### config.mk
export PLATFORM = sky130hd
export DESIGN_NAME = ext_irq_inputs
export DESIGN_NICKNAME = d
export VERILOG_FILES = /design/src/shared/ext_irq_pkg.sv /design/src/core/ext_irq_line_cell.sv /design/src/core/ext_irq_inputs.sv
export SDC_FILE = /design/constraint.sdc
export NUM_CORES = 1
export LEC_CHECK = 0
export BUFFER_PORTS_ARGS = -buffer_cell sky130_fd_sc_hd__buf_2
export CAP_MARGIN = 20
export CORE_ASPECT_RATIO = 0.5
export CORE_UTILIZATION = 48
export CTS_CLUSTER_DIAMETER = 50
export DETAILED_ROUTE_END_ITERATION = 10
export PLACE_DENSITY = 0.93
export SKIP_CTS_REPAIR_TIMING = 1
export SLEW_MARGIN = 20
export SYNTH_ARGS = -nofsm -noshare
export SYNTH_HDL_FRONTEND = slang
export SYNTH_SLANG_ARGS = --single-unit
### constraint.sdc
create_clock -name clock -period 5.67 [get_ports clock]
set_clock_uncertainty 0.15 [all_clocks]
set_input_delay 0.2835 -clock clock [delete_from_list [all_inputs] [get_ports clock]]
set_output_delay 0.2835 -clock clock [all_outputs]
set_load 0.01 [all_outputs]
### src/shared/ext_irq_pkg.sv
// Shared constants and types for the external interrupt input block.
package ext_irq_pkg;

  // Geometry.
  localparam int unsigned LINE_COUNT   = 4;
  localparam int unsigned REG_WIDTH    = 8;
  localparam int unsigned STATUS_WIDTH = 5;

  // Register byte addresses on the peripheral bus.
  localparam logic [31:0] FLAG_ADDR     = 32'hE01F_C140;
  localparam logic [31:0] WAKE_EN_ADDR  = 32'hE01F_C144;
  localparam logic [31:0] SENSE_ADDR    = 32'hE01F_C148;
  localparam logic [31:0] POLARITY_ADDR = 32'hE01F_C14C;
  localparam logic [31:0] STATUS_ADDR   = 32'hE01F_C150;
  localparam logic [31:0] MASK_ADDR     = 32'hE01F_C154;

  // Values after reset.
  localparam logic [3:0] FLAG_RESET     = 4'h0;
  localparam logic [3:0] WAKE_EN_RESET  = 4'h0;
  localparam logic [3:0] SENSE_RESET    = 4'h0;
  localparam logic [3:0] POLARITY_RESET = 4'h0;
  localparam logic [4:0] STATUS_RESET   = 5'h00;
  localparam logic [4:0] MASK_RESET     = 5'h00;
  // The pins idle high, so the edge detector starts at the idle level and sees no false edge.
  localparam logic       PIN_PREV_RESET = 1'h1;

  // Field encodings and positions.
  localparam logic        SENSE_LEVEL     = 1'h0;
  localparam logic        SENSE_EDGE      = 1'h1;
  localparam logic        POL_LOW_FALL    = 1'h0;
  localparam logic        POL_HIGH_RISE   = 1'h1;
  localparam int unsigned STATUS_WAKE_BIT = 4;

  // Bus handshake phase of the register slave.
  typedef enum logic {
    PH_IDLE = 1'b0,
    PH_ACK  = 1'b1
  } apb_phase_t;

endpackage

### src/core/ext_irq_line_cell.sv
// One external interrupt line: pin qualification, sense detection and pending flag.
`timescale 1ns/100ps
`default_nettype none

module ext_irq_line_cell (
  // Clock and reset
  input  wire logic clock,
  input  wire logic rst,
  // Pin side
  input  wire logic pin,
  input  wire logic func_sel,
  // Configuration
  input  wire logic edge_mode,
  input  wire logic active_high,
  // Software clear request, one cycle
  input  wire logic clear_req,
  // Results
  output var  logic flag,
  output var  logic set_now
);

  logic prev_pin;
  logic active;
  logic prev_active;

  always_ff @(posedge clock) begin
    if (rst) begin
      prev_pin <= ext_irq_pkg::PIN_PREV_RESET;
    end else begin
      prev_pin <= pin;
    end
  end

  // Gating by the function select on both samples avoids a false edge when the pin is mapped.
  always_comb begin
    active      = func_sel & ((active_high == ext_irq_pkg::POL_HIGH_RISE) ? pin : ~pin);
    prev_active = func_sel & ((active_high == ext_irq_pkg::POL_HIGH_RISE) ? prev_pin : ~prev_pin);
    if (edge_mode == ext_irq_pkg::SENSE_EDGE) begin
      set_now = active & ~prev_active;
    end else begin
      set_now = active;
    end
  end

  // In level mode an active pin keeps setting the flag, so a clear cannot take hold then.
  always_ff @(posedge clock) begin
    if (rst) begin
      flag <= 1'h0;
    end else begin
      flag <= set_now | (flag & ~clear_req);
    end
  end

endmodule

`default_nettype wire

### src/core/ext_irq_inputs.sv
// External interrupt inputs with flag, wake, sense and polarity registers on APB.
//
// Overview of operation
// Four independent lines exist, each live only while its pin function is selected.
// Any line may be configured to bring the processor out of Power Down.
// The flag register at the first address holds one pending flag per line, read-write.
// The wake-enable register holds one bit per line letting that line wake from Power Down.
// The sense register chooses level or edge detection separately per line.
// The polarity register chooses the active level or edge direction per line.
// Level mode sets the flag while the pin is active; edge mode sets it on the chosen edge.
// Writing one clears a flag, except in level mode while the pin is still active.
// A sense bit of zero means level sensitivity and one means edge sensitivity.
// Wakeup happens for an enabled line regardless of its enable in the vectored controller.
// Polarity zero means active-low or falling edge, one means active-high or rising edge.
//
// Our own choice: the APB register port.
`timescale 1ns/100ps
`default_nettype none

module ext_irq_inputs (
  // Clock and reset
  input  wire logic        clock,
  input  wire logic        rst,
  // APB slave
  input  wire logic        psel,
  input  wire logic        penable,
  input  wire logic        pwrite,
  input  wire logic [31:0] paddr,
  input  wire logic [31:0] pwdata,
  output var  logic [31:0] prdata,
  output var  logic        pready,
  output var  logic        pslverr,
  // External interrupt pins
  input  wire logic        ext_irq_line_a,
  input  wire logic        ext_irq_line_b,
  input  wire logic        ext_irq_line_c,
  input  wire logic        ext_irq_line_d,
  // Pin function selects, one per line
  input  wire logic [3:0]  pin_func_sel,
  // Power state from the power controller
  input  wire logic        power_down,
  // To the vectored interrupt controller and power controller
  output var  logic [3:0]  irq_flag_out,
  output var  logic        wake_request,
  // Summary interrupt
  output var  logic        irq
);

  ////////////////////////////////////////////////////////////////////////////////
  // Declarations

  // Register bus phase and decoded strobes.
  ext_irq_pkg::apb_phase_t phase;
  ext_irq_pkg::apb_phase_t next_phase;
  logic                    access_cycle;
  logic                    commit_cycle;
  logic                    bus_write;
  logic                    addr_known;
  logic [31:0]             next_rdata;

  // Configuration registers, one bit per line.
  logic [3:0]              wake_enable_reg;
  logic [3:0]              sense_select_reg;
  logic [3:0]              polarity_select_reg;

  // Interrupt status and mask: the lines in bits 3:0 and the wake event above them.
  logic [4:0]              status_reg;
  logic [4:0]              mask_reg;
  logic [4:0]              status_events;
  logic [4:0]              status_clear;
  logic [4:0]              next_status;
  logic [4:0]              next_mask;

  // Per-line signals.
  logic [3:0]              pin_vec;
  logic [3:0]              irq_flag_reg;
  logic [3:0]              set_vec;
  logic [3:0]              clear_vec;
  logic [3:0]              clear_eff;
  logic                    next_wake;

  ////////////////////////////////////////////////////////////////////////////////
  // Address decoding

  // Exact word match: unaligned or foreign addresses hit nothing and answer with an error.
  function automatic logic addr_hit(
    input logic [31:0] addr,
    input logic [31:0] target
  );
    addr_hit = (addr == target);
  endfunction

  always_comb begin
    addr_known = addr_hit(paddr, ext_irq_pkg::FLAG_ADDR)
               | addr_hit(paddr, ext_irq_pkg::WAKE_EN_ADDR)
               | addr_hit(paddr, ext_irq_pkg::SENSE_ADDR)
               | addr_hit(paddr, ext_irq_pkg::POLARITY_ADDR)
               | addr_hit(paddr, ext_irq_pkg::STATUS_ADDR)
               | addr_hit(paddr, ext_irq_pkg::MASK_ADDR);
  end

  ////////////////////////////////////////////////////////////////////////////////
  // Bus handshake

  // Every transfer gets exactly one wait state: the answer stands in the cycle after the
  // first access cycle, which lets read data come straight out of a register.
  always_comb begin
    next_phase = phase;
    unique case (phase)
      ext_irq_pkg::PH_IDLE: begin
        if (psel && penable) begin
          next_phase = ext_irq_pkg::PH_ACK;
        end
      end
      ext_irq_pkg::PH_ACK: begin
        next_phase = ext_irq_pkg::PH_IDLE;
      end
    endcase
  end

  always_comb begin
    access_cycle = psel & penable & (phase == ext_irq_pkg::PH_IDLE);
    commit_cycle = psel & penable & (phase == ext_irq_pkg::PH_ACK);
    bus_write    = commit_cycle & pwrite & addr_known;
  end

  always_ff @(posedge clock) begin
    if (rst) begin
      phase <= ext_irq_pkg::PH_IDLE;
    end else begin
      phase <= next_phase;
    end
  end

  always_ff @(posedge clock) begin
    if (rst) begin
      pready <= 1'b0;
    end else begin
      pready <= (next_phase == ext_irq_pkg::PH_ACK);
    end
  end

  // The error flag is produced with the answer and means something only while pready is high.
  always_ff @(posedge clock) begin
    if (rst) begin
      pslverr <= 1'b0;
    end else begin
      pslverr <= access_cycle & ~addr_known;
    end
  end

  ////////////////////////////////////////////////////////////////////////////////
  // Read data

  always_comb begin
    next_rdata = 32'h0000_0000;
    if (addr_hit(paddr, ext_irq_pkg::FLAG_ADDR)) begin
      next_rdata = {28'h000_0000, irq_flag_reg};
    end
    if (addr_hit(paddr, ext_irq_pkg::WAKE_EN_ADDR)) begin
      next_rdata = {28'h000_0000, wake_enable_reg};
    end
    if (addr_hit(paddr, ext_irq_pkg::SENSE_ADDR)) begin
      next_rdata = {28'h000_0000, sense_select_reg};
    end
    if (addr_hit(paddr, ext_irq_pkg::POLARITY_ADDR)) begin
      next_rdata = {28'h000_0000, polarity_select_reg};
    end
    if (addr_hit(paddr, ext_irq_pkg::STATUS_ADDR)) begin
      next_rdata = {27'h000_0000, status_reg};
    end
    if (addr_hit(paddr, ext_irq_pkg::MASK_ADDR)) begin
      next_rdata = {27'h000_0000, mask_reg};
    end
  end

  // Taken in the first access cycle, so a read shows the state one cycle before the answer.
  always_ff @(posedge clock) begin
    if (rst) begin
      prdata <= 32'h0000_0000;
    end else if (access_cycle && !pwrite) begin
      prdata <= next_rdata;
    end
  end

  ////////////////////////////////////////////////////////////////////////////////
  // Configuration registers

  always_ff @(posedge clock) begin
    if (rst) begin
      wake_enable_reg <= ext_irq_pkg::WAKE_EN_RESET;
    end else if (bus_write && addr_hit(paddr, ext_irq_pkg::WAKE_EN_ADDR)) begin
      wake_enable_reg <= pwdata[3:0];
    end
  end

  always_ff @(posedge clock) begin
    if (rst) begin
      sense_select_reg <= ext_irq_pkg::SENSE_RESET;
    end else if (bus_write && addr_hit(paddr, ext_irq_pkg::SENSE_ADDR)) begin
      sense_select_reg <= pwdata[3:0];
    end
  end

  // A sense or polarity change can itself look like an event, so software clears the flag after.
  always_ff @(posedge clock) begin
    if (rst) begin
      polarity_select_reg <= ext_irq_pkg::POLARITY_RESET;
    end else if (bus_write && addr_hit(paddr, ext_irq_pkg::POLARITY_ADDR)) begin
      polarity_select_reg <= pwdata[3:0];
    end
  end

  ////////////////////////////////////////////////////////////////////////////////
  // Interrupt lines

  // The clear strobe lives for the committing cycle only; a set in that cycle wins.
  always_comb begin
    clear_vec = 4'h0;
    if (bus_write && addr_hit(paddr, ext_irq_pkg::FLAG_ADDR)) begin
      clear_vec = pwdata[3:0];
    end
    clear_eff = clear_vec & ~set_vec;
  end

  assign pin_vec = {ext_irq_line_d, ext_irq_line_c, ext_irq_line_b, ext_irq_line_a};

  generate
    for (genvar i = 0; i < ext_irq_pkg::LINE_COUNT; i++) begin : g_line
      ext_irq_line_cell u_cell (
        .clock       (clock),
        .rst         (rst),
        .pin         (pin_vec[i]),
        .func_sel    (pin_func_sel[i]),
        .edge_mode   (sense_select_reg[i]),
        .active_high (polarity_select_reg[i]),
        .clear_req   (clear_vec[i]),
        .flag        (irq_flag_reg[i]),
        .set_now     (set_vec[i])
      );
    end
  endgenerate

  // The flags are flip-flops inside the line cells and go out unchanged.
  assign irq_flag_out = irq_flag_reg;

  ////////////////////////////////////////////////////////////////////////////////
  // Wakeup

  // The local mask plays no part here, so a line can wake the processor without an interrupt.
  // A line whose pin function is off can never wake it.
  always_comb begin
    next_wake = power_down & (|(irq_flag_reg & wake_enable_reg & pin_func_sel));
  end

  always_ff @(posedge clock) begin
    if (rst) begin
      wake_request <= 1'b0;
    end else begin
      wake_request <= next_wake;
    end
  end

  ////////////////////////////////////////////////////////////////////////////////
  // Status, mask and summary interrupt

  always_comb begin
    status_events[3:0]                         = set_vec & ~irq_flag_reg;
    status_events[ext_irq_pkg::STATUS_WAKE_BIT] = next_wake & ~wake_request;
    status_clear = 5'h00;
    next_mask    = mask_reg;
    if (bus_write && addr_hit(paddr, ext_irq_pkg::STATUS_ADDR)) begin
      status_clear = pwdata[4:0];
    end
    if (bus_write && addr_hit(paddr, ext_irq_pkg::MASK_ADDR)) begin
      next_mask = pwdata[4:0];
    end
    // A new event in the clearing cycle wins, so no event is lost.
    next_status = status_events | (status_reg & ~status_clear);
  end

  always_ff @(posedge clock) begin
    if (rst) begin
      status_reg <= ext_irq_pkg::STATUS_RESET;
    end else begin
      status_reg <= next_status;
    end
  end

  always_ff @(posedge clock) begin
    if (rst) begin
      mask_reg <= ext_irq_pkg::MASK_RESET;
    end else begin
      mask_reg <= next_mask;
    end
  end

  // Built from the next values, so the output tracks status and mask with no extra delay.
  always_ff @(posedge clock) begin
    if (rst) begin
      irq <= 1'b0;
    end else begin
      irq <= |(next_status & next_mask);
    end
  end
endmodule

`default_nettype wire

### Word level (Yosys, flattened, before mapping)

Index checks and enable logic that the tools add are counted.

| storage, ports and cells | value |
|---|---|
| input bits | 78 |
| logic and storage cells | 118 |
| flip-flop bits (word level) | 66 |
| output and inout bits | 40 |

| operators by class | value |
|---|---|
| muxes and demuxes | 23 |
| eq/ne operators | 6 |
| bitwise gates (word level) | 60 |
| reduce and logical (&&, ||, !) cells | 11 |

Operators by type and width:

| operator | number |
|---|---|
| $eq A32 B32 Y1 const B | 6 |
| $mux W32 | 5 |
| $and A1 B1 Y1 | 24 |
| $not A1 Y1 | 19 |
| $mux W1 | 13 |
| $and A4 B4 Y4 | 3 |
| $and A5 B5 Y5 | 2 |
| $mux W5 | 2 |
| $or A1 B1 Y1 | 9 |
| $logic_and A1 B1 Y1 | 8 |
| $mux W4 | 2 |
| $not A5 Y5 | 1 |
| $or A5 B5 Y5 | 1 |
| $reduce_or A5 Y1 | 1 |
| $not A4 Y4 | 1 |
| $reduce_or A4 Y1 | 1 |
| $pmux W1 S2 | 1 |
| $logic_not A1 Y1 | 1 |

### Longest topological paths before layout

Gate-level depths: netlist of run 1.

| depth | value |
|---|---|
| depth in word-level cells | 14 |
| gate-level depth with buffers | 8 |
| depth with buffers taken out | 6 |

### Cells and area by module

From an unflattened synthesis of run 1, not the netlist that was laid out.

| second synthesis, totals | value |
|---|---|
| cells, all modules | 249 |
| area, all modules | 2298.5 um2 |

By module, submodules not included:

| module | times used | area each (um2) | cells an instance | seq. area each (um2) |
|---|---|---|---|---|
| ext_irq_inputs | 1 | 1878.1 | 205 | 620.6 |
| ext_irq_line_cell | 4 | 105.1 | 11 | 40.0 |

### Worst setup path after synthesis of run 1

Ideal clock, no wire load.

| path | value |
|---|---|
| path type | in2reg |
| start | in paddr[1] |
| end | reg irq |
| buffers on the path | 0 |
| setup time | 0.137 ns |
| data arrival time | 1.817 ns |
| cell stages on the path | 6 |
| required time | 5.383 ns |
| path slack | 3.567 ns |
| path through | nor4bb_1 > nand4_2 > nor4_4 > mux2_2 > o21ai_0 > a41oi_2 |

| on the way | value |
|---|---|
| longest elaborated chain between the ends | 14 |
| elaborated cells between the ends (all ways) | 21 |
| those cells by class | 6 x eq/ne; 2 x mux; 10 x bitwise; 3 x reduce/logical |

Ends and longest elaborated chain:

| what | line | RTL |
|---|---|---|
| from (decl) | ext_irq_inputs.sv:28 | `input wire logic [31:0] paddr,` |
| $eq A32 B32 Y1 | ext_irq_inputs.sv:90 | `addr_hit = (addr == target);` |
| $or A1 B1 Y1 | ext_irq_inputs.sv:95 | `\| addr_hit(paddr, ext_irq_pkg::WAKE_EN_ADDR)` |
| $or A1 B1 Y1 | ext_irq_inputs.sv:96 | `\| addr_hit(paddr, ext_irq_pkg::SENSE_ADDR)` |
| $or A1 B1 Y1 | ext_irq_inputs.sv:97 | `\| addr_hit(paddr, ext_irq_pkg::POLARITY_ADDR)` |
| $or A1 B1 Y1 | ext_irq_inputs.sv:98 | `\| addr_hit(paddr, ext_irq_pkg::STATUS_ADDR)` |
| $or A1 B1 Y1 | ext_irq_inputs.sv:99 | `\| addr_hit(paddr, ext_irq_pkg::MASK_ADDR);` |
| $and A1 B1 Y1 | ext_irq_inputs.sv:124 | `bus_write = commit_cycle & pwrite & addr_known;` |
| $logic_and A1 B1 Y1 | ext_irq_inputs.sv:272 | `if (bus_write && addr_hit(paddr, ext_irq_pkg::STATUS_ADDR)) begin` |
| $mux W5 | ext_irq_inputs.sv:272 |  |
| $not A5 Y5 | ext_irq_inputs.sv:279 | `next_status = status_events \| (status_reg & ~status_clear);` |
| $and A5 B5 Y5 | ext_irq_inputs.sv:279 |  |
| $or A5 B5 Y5 | ext_irq_inputs.sv:279 |  |
| $and A5 B5 Y5 (*) | ext_irq_inputs.sv:303 | `irq <= \|(next_status & next_mask);` |
| $reduce_or A5 Y1 (*) | ext_irq_inputs.sv:303 |  |
| to (signal assigned) | ext_irq_inputs.sv:303 |  |
| to (decl) | ext_irq_inputs.sv:46 | `output var logic irq` |

Mark *: on every way between the ends. The rest lies on a longest branch, timed or not.
A chain may end at the register's enable or synchronous reset.

### Final worst setup path of run 1

| path | value |
|---|---|
| start | in paddr[1] |
| end | reg sense_select_reg[0] |

| on the way | value |
|---|---|
| longest elaborated chain between the ends | 8 |
| elaborated cells between the ends (all ways) | 13 |
| those cells by class | 6 x eq/ne; 6 x bitwise; 1 x reduce/logical |

Ends and longest elaborated chain:

| what | line | RTL |
|---|---|---|
| $eq A32 B32 Y1 | ext_irq_inputs.sv:90 |  |
| $or A1 B1 Y1 | ext_irq_inputs.sv:95 |  |
| $or A1 B1 Y1 | ext_irq_inputs.sv:96 |  |
| $or A1 B1 Y1 | ext_irq_inputs.sv:97 |  |
| $or A1 B1 Y1 | ext_irq_inputs.sv:98 |  |
| $or A1 B1 Y1 | ext_irq_inputs.sv:99 |  |
| $and A1 B1 Y1 | ext_irq_inputs.sv:124 |  |
| $logic_and A1 B1 Y1 (*) | ext_irq_inputs.sv:200 | `end else if (bus_write && addr_hit(paddr, ext_irq_pkg::SENSE_ADDR)) begin` |
| to (signal assigned) | ext_irq_inputs.sv:199 | `sense_select_reg <= ext_irq_pkg::SENSE_RESET;` |
| to (signal assigned) | ext_irq_inputs.sv:201 | `sense_select_reg <= pwdata[3:0];` |
| to (decl) | ext_irq_inputs.sv:63 | `logic [3:0] sense_select_reg;` |

Marks and branches as above.

==> summary.md, run 1 <==
| Metric | Value |
|---|---|
| Run status | `completed` |
| Drt drc | `0` |
| Die Area | `4830 um2` |
| Via density | `5.64` |
| Largest net degree at the start of global routing | `39` |
| Global-route wire length before repair | `8410 um` |
| Dpl cells | `350` |
| Slew of the pin with the lowest slew margin | `0.667 ns` |
| Hold path cells | `2` |
| Post-synth top flop | `dfxtp_1` |
| Synth Instances | `247` |
| Wire length per cell | `15.1 um` |
| Sequential area share after synthesis | `35.9%` |
| Fin nets | `381` |
| Fill count | `328` |
| Worst Setup SP | `paddr[1]` |
| Slew Limit Fails | `0` |
| Iter 0 DRT Violations | `146` |
| HP Class | `input pin to flop` |
| Max Cap Violations | `0` |
| Vias | `2,015` |
| Root Buffer Master | `clkbuf_8` |
| # diodes | `0` |
| Clock Latency Late Sink | `0.30 ns` |
| Clock buffer depth | `2` |
| Synth unique cells | `41` |
| Overall routing resource usage | `22.0%` |
| Pwr dens | `220 nW/um2` |
| Clock net sink count | `39` |
| Syn. warnings | `0` |
| Die height | `49.6 um` |
| Ratio of cells with drive above 1 in the final layout | `29.4%` |
| Reg2Reg Capture Point | `irq` |
| Number of synthesized flops with an enable pin | `0` |
| DIE WIDTH | `97.2 um` |
| DR pass1 iterations | `5` |
| Cell Rows | `16` |
| Max Clk Rate | `0.424 GHz` |
| CTS tree | `built` |
| R2r startpoint | `pready` |
| Pleak | `1.18 nW` |
| Setup TNS | `0 ns` |
| Synthesized cell area | `2180 um2` |
| Period minus WS final | `2.36 ns` |
| Worst slew margin | `55.5%` |
| HPWL after DPL | `3910 um` |
| Clock slew at reported path FFs | `0.07 ns` |
| Worst Reg2Reg Path Length in Cells | `6` |
| CTS HTree Levels | `2` |
| Peak supply drop | `96.2 uV` |
| Vias in the first global route | `1,893` |
| Area Growth Syn to Fin | `13.8%` |
| RSZ-0062 raised after global routing | `false` |
| Aggregate global routing overflow | `0` |
| Initial Util | `52.8%` |
| Final Hold Fails | `0` |
| Core area | `4120 um2` |
| Fin crit share | `41.6%` |
| R2R Setup Slk | `3.56 ns` |
| Setup crit end | `sense_select_reg[0]` |
| GPL Wtd Cong | `0.858` |
| CP Launch Type | `input pin` |
| Crit-path max FO | `9` |
| I/O pins | `118` |
| Final setup vio count | `0` |
| Port bufs | `63` |
| CP Class | `input pin to flop` |
| Non-Filler Instances | `357` |
| Setup crit end kind | `flop` |
| Post-synth ARST share | `0%` |
| Initial antenna violation count | `0` |
| Critical Path RT | `5.68 ns` |
| Antenna Nets Post-Route | `0` |
| Synthesized area per cell | `8.81 um2` |
| #FFs+latches synth | `39` |
| DRT Wirelength | `5400 um` |
| CTS buffer count | `5` |
| Worst Path Arrival | `2.37 ns` |
through the flow:
stage               power [mW]  instance area, um2  worst slack [ns]  hold WS (ns)  util, %
floorplan                0.343                2270              3.57         0.240        -
global placement         0.353                2390              3.16         0.330     57.9
detailed placement       0.356                2390              3.05         0.346     57.9
CTS                      0.544                2480              3.33        0.0575     60.1
global route             0.566                2480              3.16        0.0591     60.1
finish                   0.546                2480              3.31        0.0582     60.1
worst min path at each step:
stage,startpoint,endpoint,slack [ns]
global placement,pready,pready,0.33
detailed placement,mask_reg[4],mask_reg[4],0.35
global route,ext_irq_line_a,g_line[0].u_cell.prev_pin,0.06
finish,ext_irq_line_b,g_line[1].u_cell.prev_pin,0.06
floorplan,ext_irq_line_a,g_line[0].u_cell.prev_pin,0.24
CTS,ext_irq_line_b,g_line[1].u_cell.prev_pin,0.06
layout make-up:
class	count	area [um2]	share of cell area [%]
sequential	39	781	31.5
clock buffer	6	82.6	3.33
tap	54	67.6	2.73
timing repair buffer	63	315	12.7
inverter	11	41.3	1.67
clock inverter	1	5.00	0.202
multi-input combinational	183	1180	47.8
synthesized netlist by cell type (all sizes together), types with 2 or more instances:
| cell | n | area (um2) |
|---|---|---|
| a21oi | 10 | 50.1 |
| a22oi | 5 | 37.5 |
| a41oi | 4 | 42.6 |
| buf | 33 | 241 |
| clkbuf | 7 | 26.3 |
| dfxtp | 39 | 781 |
| inv | 11 | 41.3 |
| mux2i | 21 | 210 |
| mux4 | 3 | 67.6 |
| nand2 | 11 | 41.3 |
| nand2b | 2 | 12.5 |
| nand3 | 5 | 25.0 |
| nand4 | 4 | 37.5 |
| nand4b | 2 | 17.5 |
| nor2 | 33 | 124 |
| nor2b | 6 | 37.5 |
| nor3 | 8 | 40.0 |
| nor4b | 3 | 45.0 |
| o21a | 2 | 15.0 |
| o21ai | 10 | 50.1 |
| o21ba | 3 | 30.0 |
| o21bai | 2 | 15.0 |
| o22ai | 4 | 25.0 |
| o31ai | 2 | 15.0 |
| or2 | 4 | 25.0 |
| or4 | 2 | 15.0 |
power by group:
part           internal, mW  switching [mW]  total (mW)  leakage [nW]
clock network        0.0955          0.0991       0.195        0.0470
logic                0.0274          0.0400      0.0674         0.817
registers             0.280         0.00452       0.284         0.317
cell usage in the layout, fill, tap and decap left out, types with 3 or more instances in the layout:
cell type,instances
dfxtp_1,39
clkbuf_8,6
mux4_2,3
nor3_1,8
o21ba_2,3
o21ai_0,10
nand3_1,5
a41oi_1,3
mux2i_1,21
conb_1,27
nor2_1,33
a21oi_1,10
o22ai_1,4
nor4b_2,3
nand2_1,11
a22oi_1,5
buf_2,63
inv_1,11
or2_2,4
nor2b_1,6
metal layers:
metal	GRT usage (%)	vias to the layer above	wire length, um
met1	24.8	921	2080
met4	10.5	0	155
li1	-	923	-
met5	0	-	0
met3	6.38	20	537
met2	39.1	151	2630
worst max-delay path: stages:
cell and delay, ns:
buf_2 0.09, nor4bb_1 0.31, nand4_2 0.28, nor2_1 0.57, nand4b_1 0.49, mux2i_1 0.29, nor2_1 0.06
cells by family (layout without fill, tap and decap cells):
group | count (synthesis) | count (layout) | synth area share, %
AND/OR/NAND/NOR | 87 | 87 | 22.9
other | 1 | 27 | 0.172
buffers and inverters | 51 | 81 | 14.2
AO/OA/AOI/OAI | 44 | 44 | 13.6
multiplexers | 25 | 25 | 13.3
flip-flops | 39 | 39 | 35.9
Note: power is estimated with default switching activity, not from simulation.
==> inputs of run 2 (changes only) <==
--- a/config.mk
+++ b/config.mk
@@ -8,10 +8,10 @@
 export BUFFER_PORTS_ARGS = -buffer_cell sky130_fd_sc_hd__buf_2
 export CAP_MARGIN = 20
 export CORE_ASPECT_RATIO = 0.5
-export CORE_UTILIZATION = 48
+export CORE_UTILIZATION = 45
 export CTS_CLUSTER_DIAMETER = 50
 export DETAILED_ROUTE_END_ITERATION = 10
-export PLACE_DENSITY = 0.93
+export PLACE_DENSITY = 0.89
 export SKIP_CTS_REPAIR_TIMING = 1
 export SLEW_MARGIN = 20
 export SYNTH_ARGS = -nofsm -noshare
==> constraint.sdc (replaced) <==
create_clock -name clock -period 2.2 [get_ports clock]
set_clock_uncertainty 0.15 [all_clocks]
set_input_delay 0.11 -clock clock [delete_from_list [all_inputs] [get_ports clock]]
set_output_delay 0.11 -clock clock [all_outputs]
set_load 0.01 [all_outputs]
==> run 2 against run 1 <==
Net effect:
- the run now ends with hold timing left
- combinational power grew to 2.8 times the previous value
- sequential cell count is the same
- sequential share of layout area down 2.6 points
- critical path depth rose by 1
- global-route usage shrank 1.0 points
- register-to-register slack got worse by 3.5 ns
- routed wire length up 4.9%
- power rose to 2.7 times the previous value
- via count grew 2.4%
- utilization down 0.48 points
- critical endpoint is now irq
- sequential power grew to 2.6 times the previous value
- clock-buffer cell count increased by 2
==> summary.md, run 2 (synthesis gave the netlist of run 1 again) <==
| Metric | Value |
|---|---|
| Clock slew at reported path FFs | `0.08 ns (was 0.07 ns)` |
| Initial Util | `48.1% (was 52.8%)` |
| Wire length per cell | `14.4 um (was 15.1 um)` |
| Clock buffer depth | `2 (unchanged)` |
| Fill count | `364 (was 328)` |
| Pleak | `1.29 nW (was 1.18 nW)` |
| Max Cap Violations | `0 (unchanged)` |
| Slew Limit Fails | `0 (unchanged)` |
| Hold Slack | `-0.0214 ns (was 0.0582 ns)` |
| Cell Chain, Critical Path | `dlygate4sd3_1 > buf_2 > inv_1 > or4_1 > o31ai_1 > o21a_1 > o22a_1 > a41oi_2 (was buf_2 > nor4bb_1 > nand4_2 > nor2_1 > nand4b_1 > mux2i_1 > nor2_1)` |
| Reg2Reg Capture Point | `irq (unchanged)` |
| Largest net degree at the start of global routing | `39 (unchanged)` |
| Pwr dens | `544 nW/um2 (was 220 nW/um2)` |
| Die Area | `5140 um2 (was 4830 um2)` |
| Port bufs | `63 (unchanged)` |
| CP peak stage delay | `0.54 ns (was 0.57 ns)` |
| CTS tree | `built (unchanged)` |
| Period minus WS final | `2.17 ns` |
| Initial antenna violation count | `0 (unchanged)` |
| Vias | `2,064 (was 2,015)` |
| HP Class | `input pin to flop (unchanged)` |
| Critical Path Stages | `8 (was 7)` |
| Ratio of cells with drive above 1 in the final layout | `31.5% (was 29.4%)` |
| Fin crit share | `98.4%` |
| Reg area | `781 um2 (unchanged)` |
| Critical Path RT | `2.21 ns (was 5.68 ns)` |
| Clock Latency Late Sink | `0.30 ns (about the same)` |
| Worst path top cell family by delay | `compound AO/OA/AOI/OAI gates (was simple AND/OR/NAND/NOR gates)` |
| Most frequent cells in the layout | `buf_2 (63), dfxtp_1 (39), nor2_1 (33) (unchanged)` |
| CP Class | `input pin to flop (unchanged)` |
| Final setup margin | `0.0342 ns (was 3.31 ns)` |
| HPWL after DPL | `3960 um (was 3910 um)` |
| GPL Wtd Cong | `0.877 (was 0.858)` |
| Via density | `5.25 (was 5.64)` |
| Antenna Nets Post-Route | `0 (unchanged)` |
| Global-route wire length before repair | `8100 um (was 8410 um)` |
| Crit-path max FO | `5 (was 9)` |
| Worst Hold Launch | `pwdata[2] (was ext_irq_line_b)` |
| Cell Rows | `17 (was 16)` |
| # diodes | `0 (unchanged)` |
| Setup TNS | `0 ns (unchanged)` |
| Max Clk Rate | `0.462 GHz` |
| DR pass1 iterations | `6 (was 5)` |
| Multi-input gate area | `1180 um2 (unchanged)` |
| R2r startpoint | `pready (unchanged)` |
| DRT Wirelength | `5660 um (was 5400 um)` |
| Slew of the pin with the lowest slew margin | `0.661 ns (was 0.667 ns)` |
| Worst Path Arrival | `2.17 ns (was 2.37 ns)` |
| Most common cell after layout, fill and taps aside | `buf_2 (unchanged)` |
| R2R Setup Slk | `0.08 ns (was 3.56 ns)` |
| CP Launch Type | `input pin (unchanged)` |
| CTS HTree Levels | `2 (unchanged)` |
| Slowest-stage cell, CP | `or4_1 (was nor2_1)` |
| Final Hold Fails | `5 (was 0)` |
| CTS buffer count | `5 (unchanged)` |
| Worst Reg2Reg Path Length in Cells | `6 (unchanged)` |
| Place WS | `0.0858 ns (was 3.05 ns)` |
| Drt drc | `0 (unchanged)` |
| I/O pins | `118 (unchanged)` |
| Core area | `4530 um2 (was 4120 um2)` |
| DIE WIDTH | `100 um (was 97.2 um)` |
| Run status | `complete, but fails checks (was completed)` |
| Hold Path End | `wake_enable_reg[2] (was g_line[1].u_cell.prev_pin)` |
| Failing checks | `hold timing` |
| Hold path cells | `3 (was 2)` |
| Buf/Inv on CP | `3 (was 1)` |
| Root Buffer Master | `clkbuf_8 (unchanged)` |
| Die height | `51.2 um (was 49.6 um)` |
| Final Core Density | `59.6% (was 60.1%)` |
| Clock net sink count | `39 (unchanged)` |
| Iter 0 DRT Violations | `184 (was 146)` |
| Final setup vio count | `0 (unchanged)` |
| Peak supply drop | `226 uV (was 96.2 uV)` |
| Area Growth Syn to Fin | `24.0% (was 13.8%)` |
| Worst slew margin | `55.9% (was 55.5%)` |
| Vias in the first global route | `1,811 (was 1,893)` |
| Overall routing resource usage | `21.0% (was 22.0%)` |
| Fin nets | `404 (was 381)` |
| Aggregate global routing overflow | `0 (unchanged)` |
| Setup crit end kind | `flop (unchanged)` |
[run 2: cell types whose count changed in the layout (fill, tap and decap cells not counted)]
cell | before | now
buf_4 | 0 | 14
dlygate4sd3_1 | 0 | 9
clkbuf_1 | 0 | 1
clkbuf_8 | 6 | 7
clkinv_2 | 1 | 0
[run 2: routing by layer]
layer  global-route usage [%]  part of all wire (%)
met5                        0                     0
met4                     8.21                   2.2
met3                     6.57                   8.7
met2                     37.7                    48
met1                     23.7                    41
[run 2: worst max path at each step]
stage | end | slack (ns) | from
after global placement | irq | 0.11 | paddr[11]
after CTS | irq | 0.11 | pready
after detailed placement | irq | 0.09 | paddr[27]
after global routing | irq | -0.001 | pready
final | irq | 0.03 | pwdata[1]
after floorplan | irq | 0.27 | paddr[1]
[run 2: metrics by stage]
| step | cell area (um2) | hold WS [ns] | cells | power [mW] |
|---|---|---|---|---|
| after floorplan | 2270 | 0.0666 | 273 | 0.885 |
| after global placement | 2510 | 0.175 | 376 | 0.915 |
| after detailed placement | 2510 | 0.184 | 376 | 0.921 |
| after CTS | 2610 | -0.119 | 384 | 1.44 |
| after global routing | 2700 | 0.0101 | 393 | 1.53 |
| final | 2700 | -0.0214 | 393 | 1.47 |
[run 2: cell type report]
class / instances / share of cell area, %
clock buffers: 8 / 3.71
inverters: 11 / 1.53
multi-input cells: 183 / 43.9
flip-flops and latches: 39 / 28.9
well taps: 66 / 3.06
repair buffers: 86 / 18.9
[run 2: where the power goes]
part	internal [mW]	total (mW)	switching (mW)
logic	0.0846	0.192	0.108
clock network	0.286	0.543	0.256
registers	0.721	0.734	0.0124
total	1.09	1.47	0.377
[run 2: worst min-delay path, delay by kind of cell]
kind	cells	cell delay [ns]
buffers and inverters	1	0.14
multiplexers	1	0.08
AND/OR/NAND/NOR	1	0.07
==> inputs of run 3 (changes only) <==
--- a/config.mk
+++ b/config.mk
@@ -5,15 +5,16 @@
 export SDC_FILE = /design/constraint.sdc
 export NUM_CORES = 1
 export LEC_CHECK = 0
-export BUFFER_PORTS_ARGS = -buffer_cell sky130_fd_sc_hd__buf_2
 export CAP_MARGIN = 20
 export CORE_ASPECT_RATIO = 0.5
-export CORE_UTILIZATION = 45
+export CORE_UTILIZATION = 55
 export CTS_CLUSTER_DIAMETER = 50
 export DETAILED_ROUTE_END_ITERATION = 10
-export PLACE_DENSITY = 0.89
+export DONT_BUFFER_PORTS = 1
+export PLACE_DENSITY = 0.78
 export SKIP_CTS_REPAIR_TIMING = 1
 export SLEW_MARGIN = 20
 export SYNTH_ARGS = -nofsm -noshare
 export SYNTH_HDL_FRONTEND = slang
+export SYNTH_HIERARCHICAL = 1
 export SYNTH_SLANG_ARGS = --single-unit
==> constraint.sdc (replaced) <==
create_clock -name clock -period 2.41 [get_ports clock]
set_clock_uncertainty 0.15 [all_clocks]
set_input_delay 0.1205 -clock clock [delete_from_list [all_inputs] [get_ports clock]]
set_output_delay 0.1205 -clock clock [all_outputs]
set_load 0.01 [all_outputs]
==> run 3 against run 2 <==
Net effect:
- worst hold slack worse by 0.0097 ns
- synthesized cell count grew 0.81%
- largest cell class unchanged
- cell count fell by 18%
- the run still ends with hold timing left
- non-clock buffer count fell by 63
- cell area shrank 6.5%
- combinational power shrank 25%
- critical path type is now flop to flop
- global-route usage increased by 0.23 points
==> summary.md, run 3 <==
| Metric | Value |
|---|---|
| Clock net sink count | `39 (unchanged)` |
| Synth Instances | `249 (was 247)` |
| CP Launch Type | `flop (was input pin)` |
| Hold Path End | `mask_reg[0] (was wake_enable_reg[2])` |
| Fin crit share | `87.3%` |
| Cell Chain, Critical Path | `nand4_1 > or2_2 > nor4_2 > buf_4 > mux2_2 > a22oi_1 > a31oi_1 (was dlygate4sd3_1 > buf_2 > inv_1 > or4_1 > o31ai_1 > o21a_1 > o22a_1 > a41oi_2)` |
| Largest cells by area after synthesis | `dfxtp_1 (34%), buf_4 (8.8%), mux2i_1 (7.0%), nor2_1 (5.1%), mux4_2 (3.9%) (was dfxtp_1 (36%), buf_4 (11%), mux2i_1 (9.7%), nor2_1 (5.7%), mux4_2 (3.1%))` |
| Max Cap Violations | `0 (unchanged)` |
| Setup TNS | `0 ns (unchanged)` |
| Worst Reg2Reg Path Length in Cells | `7 (was 6)` |
| Count leader, synth | `dfxtp_1 (unchanged)` |
| Pleak | `1.07 nW (was 1.29 nW)` |
| Synth cell count leaders | `dfxtp_1 (39), nor2_1 (31), buf_4 (27) (was dfxtp_1 (39), nor2_1 (33), buf_4 (31))` |
| Core area | `3940 um2 (was 4530 um2)` |
| Vias | `1,748 (was 2,064)` |
| Period minus WS final | `2.10 ns` |
| Aggregate global routing overflow | `0 (unchanged)` |
| Largest net degree at the start of global routing | `43 (was 39)` |
| CP peak stage delay | `0.36 ns (was 0.54 ns)` |
| CTS tree | `built (unchanged)` |
| Port bufs | `0 (was 63)` |
| #FFs+latches synth | `39 (unchanged)` |
| Initial antenna violation count | `0 (unchanged)` |
| Failing checks | `hold timing (unchanged)` |
| Synthesized cell area | `2300 um2 (was 2180 um2)` |
| Reg2Reg Capture Point | `irq (unchanged)` |
| Overall routing resource usage | `21.3% (was 21.0%)` |
| Clock Latency Late Sink | `0.29 ns (was 0.30 ns)` |
| Worst Hold Launch | `pwdata[0] (was pwdata[2])` |
| Peak supply drop | `298 uV (was 226 uV)` |
| Antenna Nets Post-Route | `0 (unchanged)` |
| HPWL after DPL | `3570 um (was 3960 um)` |
| Worst Path Arrival | `2.13 ns (was 2.17 ns)` |
| Area Growth Syn to Fin | `9.85% (was 24.0%)` |
| Cell taking the most area after synthesis | `dfxtp_1 (unchanged)` |
| Vias in the first global route | `1,438 (was 1,811)` |
| Global-route wire length before repair | `6690 um (was 8100 um)` |
| Die Area | `4460 um2 (was 5140 um2)` |
| Critical Path RT | `2.44 ns (was 2.21 ns)` |
| Pwr dens | `504 nW/um2 (was 544 nW/um2)` |
| Clock slew at reported path FFs | `0.07 ns (was 0.08 ns)` |
| Sequential area share after synthesis | `34.0% (was 35.9%)` |
| Root Buffer Master | `clkbuf_8 (unchanged)` |
| RSZ-0062 raised after global routing | `false` |
| I/O pins | `118 (unchanged)` |
| Iter 0 DRT Violations | `128 (was 184)` |
| DR pass1 iterations | `4 (was 6)` |
| Post-synth ARST share | `0% (unchanged)` |
| CP Class | `flop to flop (was input pin to flop)` |
| Via density | `5.45 (was 5.25)` |
| Fin nets | `345 (was 404)` |
| DRT Wirelength | `5050 um (was 5660 um)` |
| Slowest-stage cell, CP | `mux2_2 (was or4_1)` |
| Post-synth top area share | `34.0% (was 35.9%)` |
| GPL Wtd Cong | `0.845 (was 0.877)` |
| Syn. warnings | `6 (was 0)` |
| Drt drc | `0 (unchanged)` |
| HP Class | `input pin to flop (unchanged)` |
| Run status | `complete, but fails checks (unchanged)` |
| Final setup margin | `0.306 ns (was 0.0342 ns)` |
| DIE WIDTH | `93.4 um (was 100 um)` |
| Setup crit end kind | `flop (unchanged)` |
| Max Clk Rate | `0.475 GHz` |
| Post-synth top flop | `dfxtp_1 (unchanged)` |
| Number of synthesized flops with an enable pin | `0 (unchanged)` |
| Hold path cells | `2 (was 3)` |
| Final Hold Fails | `3 (was 5)` |
| Crit-path max FO | `5 (unchanged)` |
| R2r startpoint | `pready (unchanged)` |
| CTS HTree Levels | `2 (unchanged)` |
| Place WS | `0.155 ns (was 0.0858 ns)` |
| Clock buffer depth | `2 (unchanged)` |
| Slew Limit Fails | `0 (unchanged)` |
| Ratio of cells with drive above 1 in the final layout | `13.5% (was 31.5%)` |
| Die height | `47.7 um (was 51.2 um)` |
| Synth unique cells | `47 (was 41)` |
| Initial Util | `58.3% (was 48.1%)` |
| Cell Rows | `16 (was 17)` |
| Final std cell area, no fill | `2520 um2 (was 2700 um2)` |
| Wire length per cell | `15.7 um (was 14.4 um)` |
| Synthesized area per cell | `9.23 um2 (was 8.81 um2)` |
| Most frequent cells in the layout | `dfxtp_1 (39), nor2_1 (31), conb_1 (27) (was buf_2 (63), dfxtp_1 (39), nor2_1 (33))` |
| Hold Slack | `-0.0311 ns (was -0.0214 ns)` |
| Final setup vio count | `0 (unchanged)` |
| # diodes | `0 (unchanged)` |
| Most common cell after layout, fill and taps aside | `dfxtp_1 (was buf_2)` |
| R2R Setup Slk | `0.31 ns (was 0.08 ns)` |
| Placed cell areas | `2220 um2 (was 2510 um2)` |
| CTS buffer count | `5 (unchanged)` |
==> run 3: worst max-delay path by stage <==
stage	startpoint	endpoint	slack, ns	cells after the start
after floorplan	pready	irq	0.19	6
after global placement	paddr[21]	wake_enable_reg[3]	0.20	6
after detailed placement	paddr[21]	sense_select_reg[0]	0.15	6
after CTS	pready	irq	0.30	7
after global routing	pready	irq	0.18	7
final	pready	irq	0.31	7
==> run 3: where the power goes <==
| part | internal, mW | switching (mW) |
|---|---|---|
| Sequential | 0.662 | 0.0179 |
| Combinational | 0.0733 | 0.0702 |
| Clock | 0.224 | 0.224 |
==> run 3: metal layers <==
layer / vias to the layer above / global-route usage, % / share of wire [%]
met5: - / 0 / 0
met4: 0 / 7.38 / 0.73
met3: 5 / 8.89 / 9.4
met2: 84 / 35.4 / 48
met1: 812 / 25.8 / 42
li1: 847 / - / -
==> run 3: worst max-delay path: cells and delay by family (launching register included) <==
family,cells,cell delay [ns]
buf+inv,1,0.20
flops,1,0.34
mux,1,0.36
compound gates,2,0.30
simple gates,3,0.64
==> run 3: metrics by stage <==
stage	hold slack [ns]	utilization (%)	power, mW	std cells
floorplan	0.0593	-	0.824	275
global placement	0.0463	56.2	0.788	293
detailed placement	0.0479	56.2	0.792	293
CTS	-0.274	58.4	1.24	300
global route	0.00387	64.0	1.33	321
finish	-0.0311	64.0	1.27	321
==> run 3: layout make-up <==
type / count / area, um2
clock buffer: 6 / 82.6
fill: 324 / 1420
tap: 54 / 67.6
sequential: 39 / 781
inverter: 15 / 56.3
clock inverter: 1 / 5.00
timing repair buffer: 23 / 235
multi-input combinational: 183 / 1300
==> run 3: kinds of logic (layout without fill, tap and decap cells) <==
| kind of cell | Yosys count | after routing | share of synthesized area (%) |
|---|---|---|---|
| compound gates | 36 | 36 | 13.0 |
| buf+inv | 53 | 45 | 13.8 |
| flops | 39 | 39 | 34.0 |
| mux | 25 | 25 | 13.3 |
| other cells | 1 | 27 | 0.163 |
| simple gates | 95 | 95 | 25.7 |
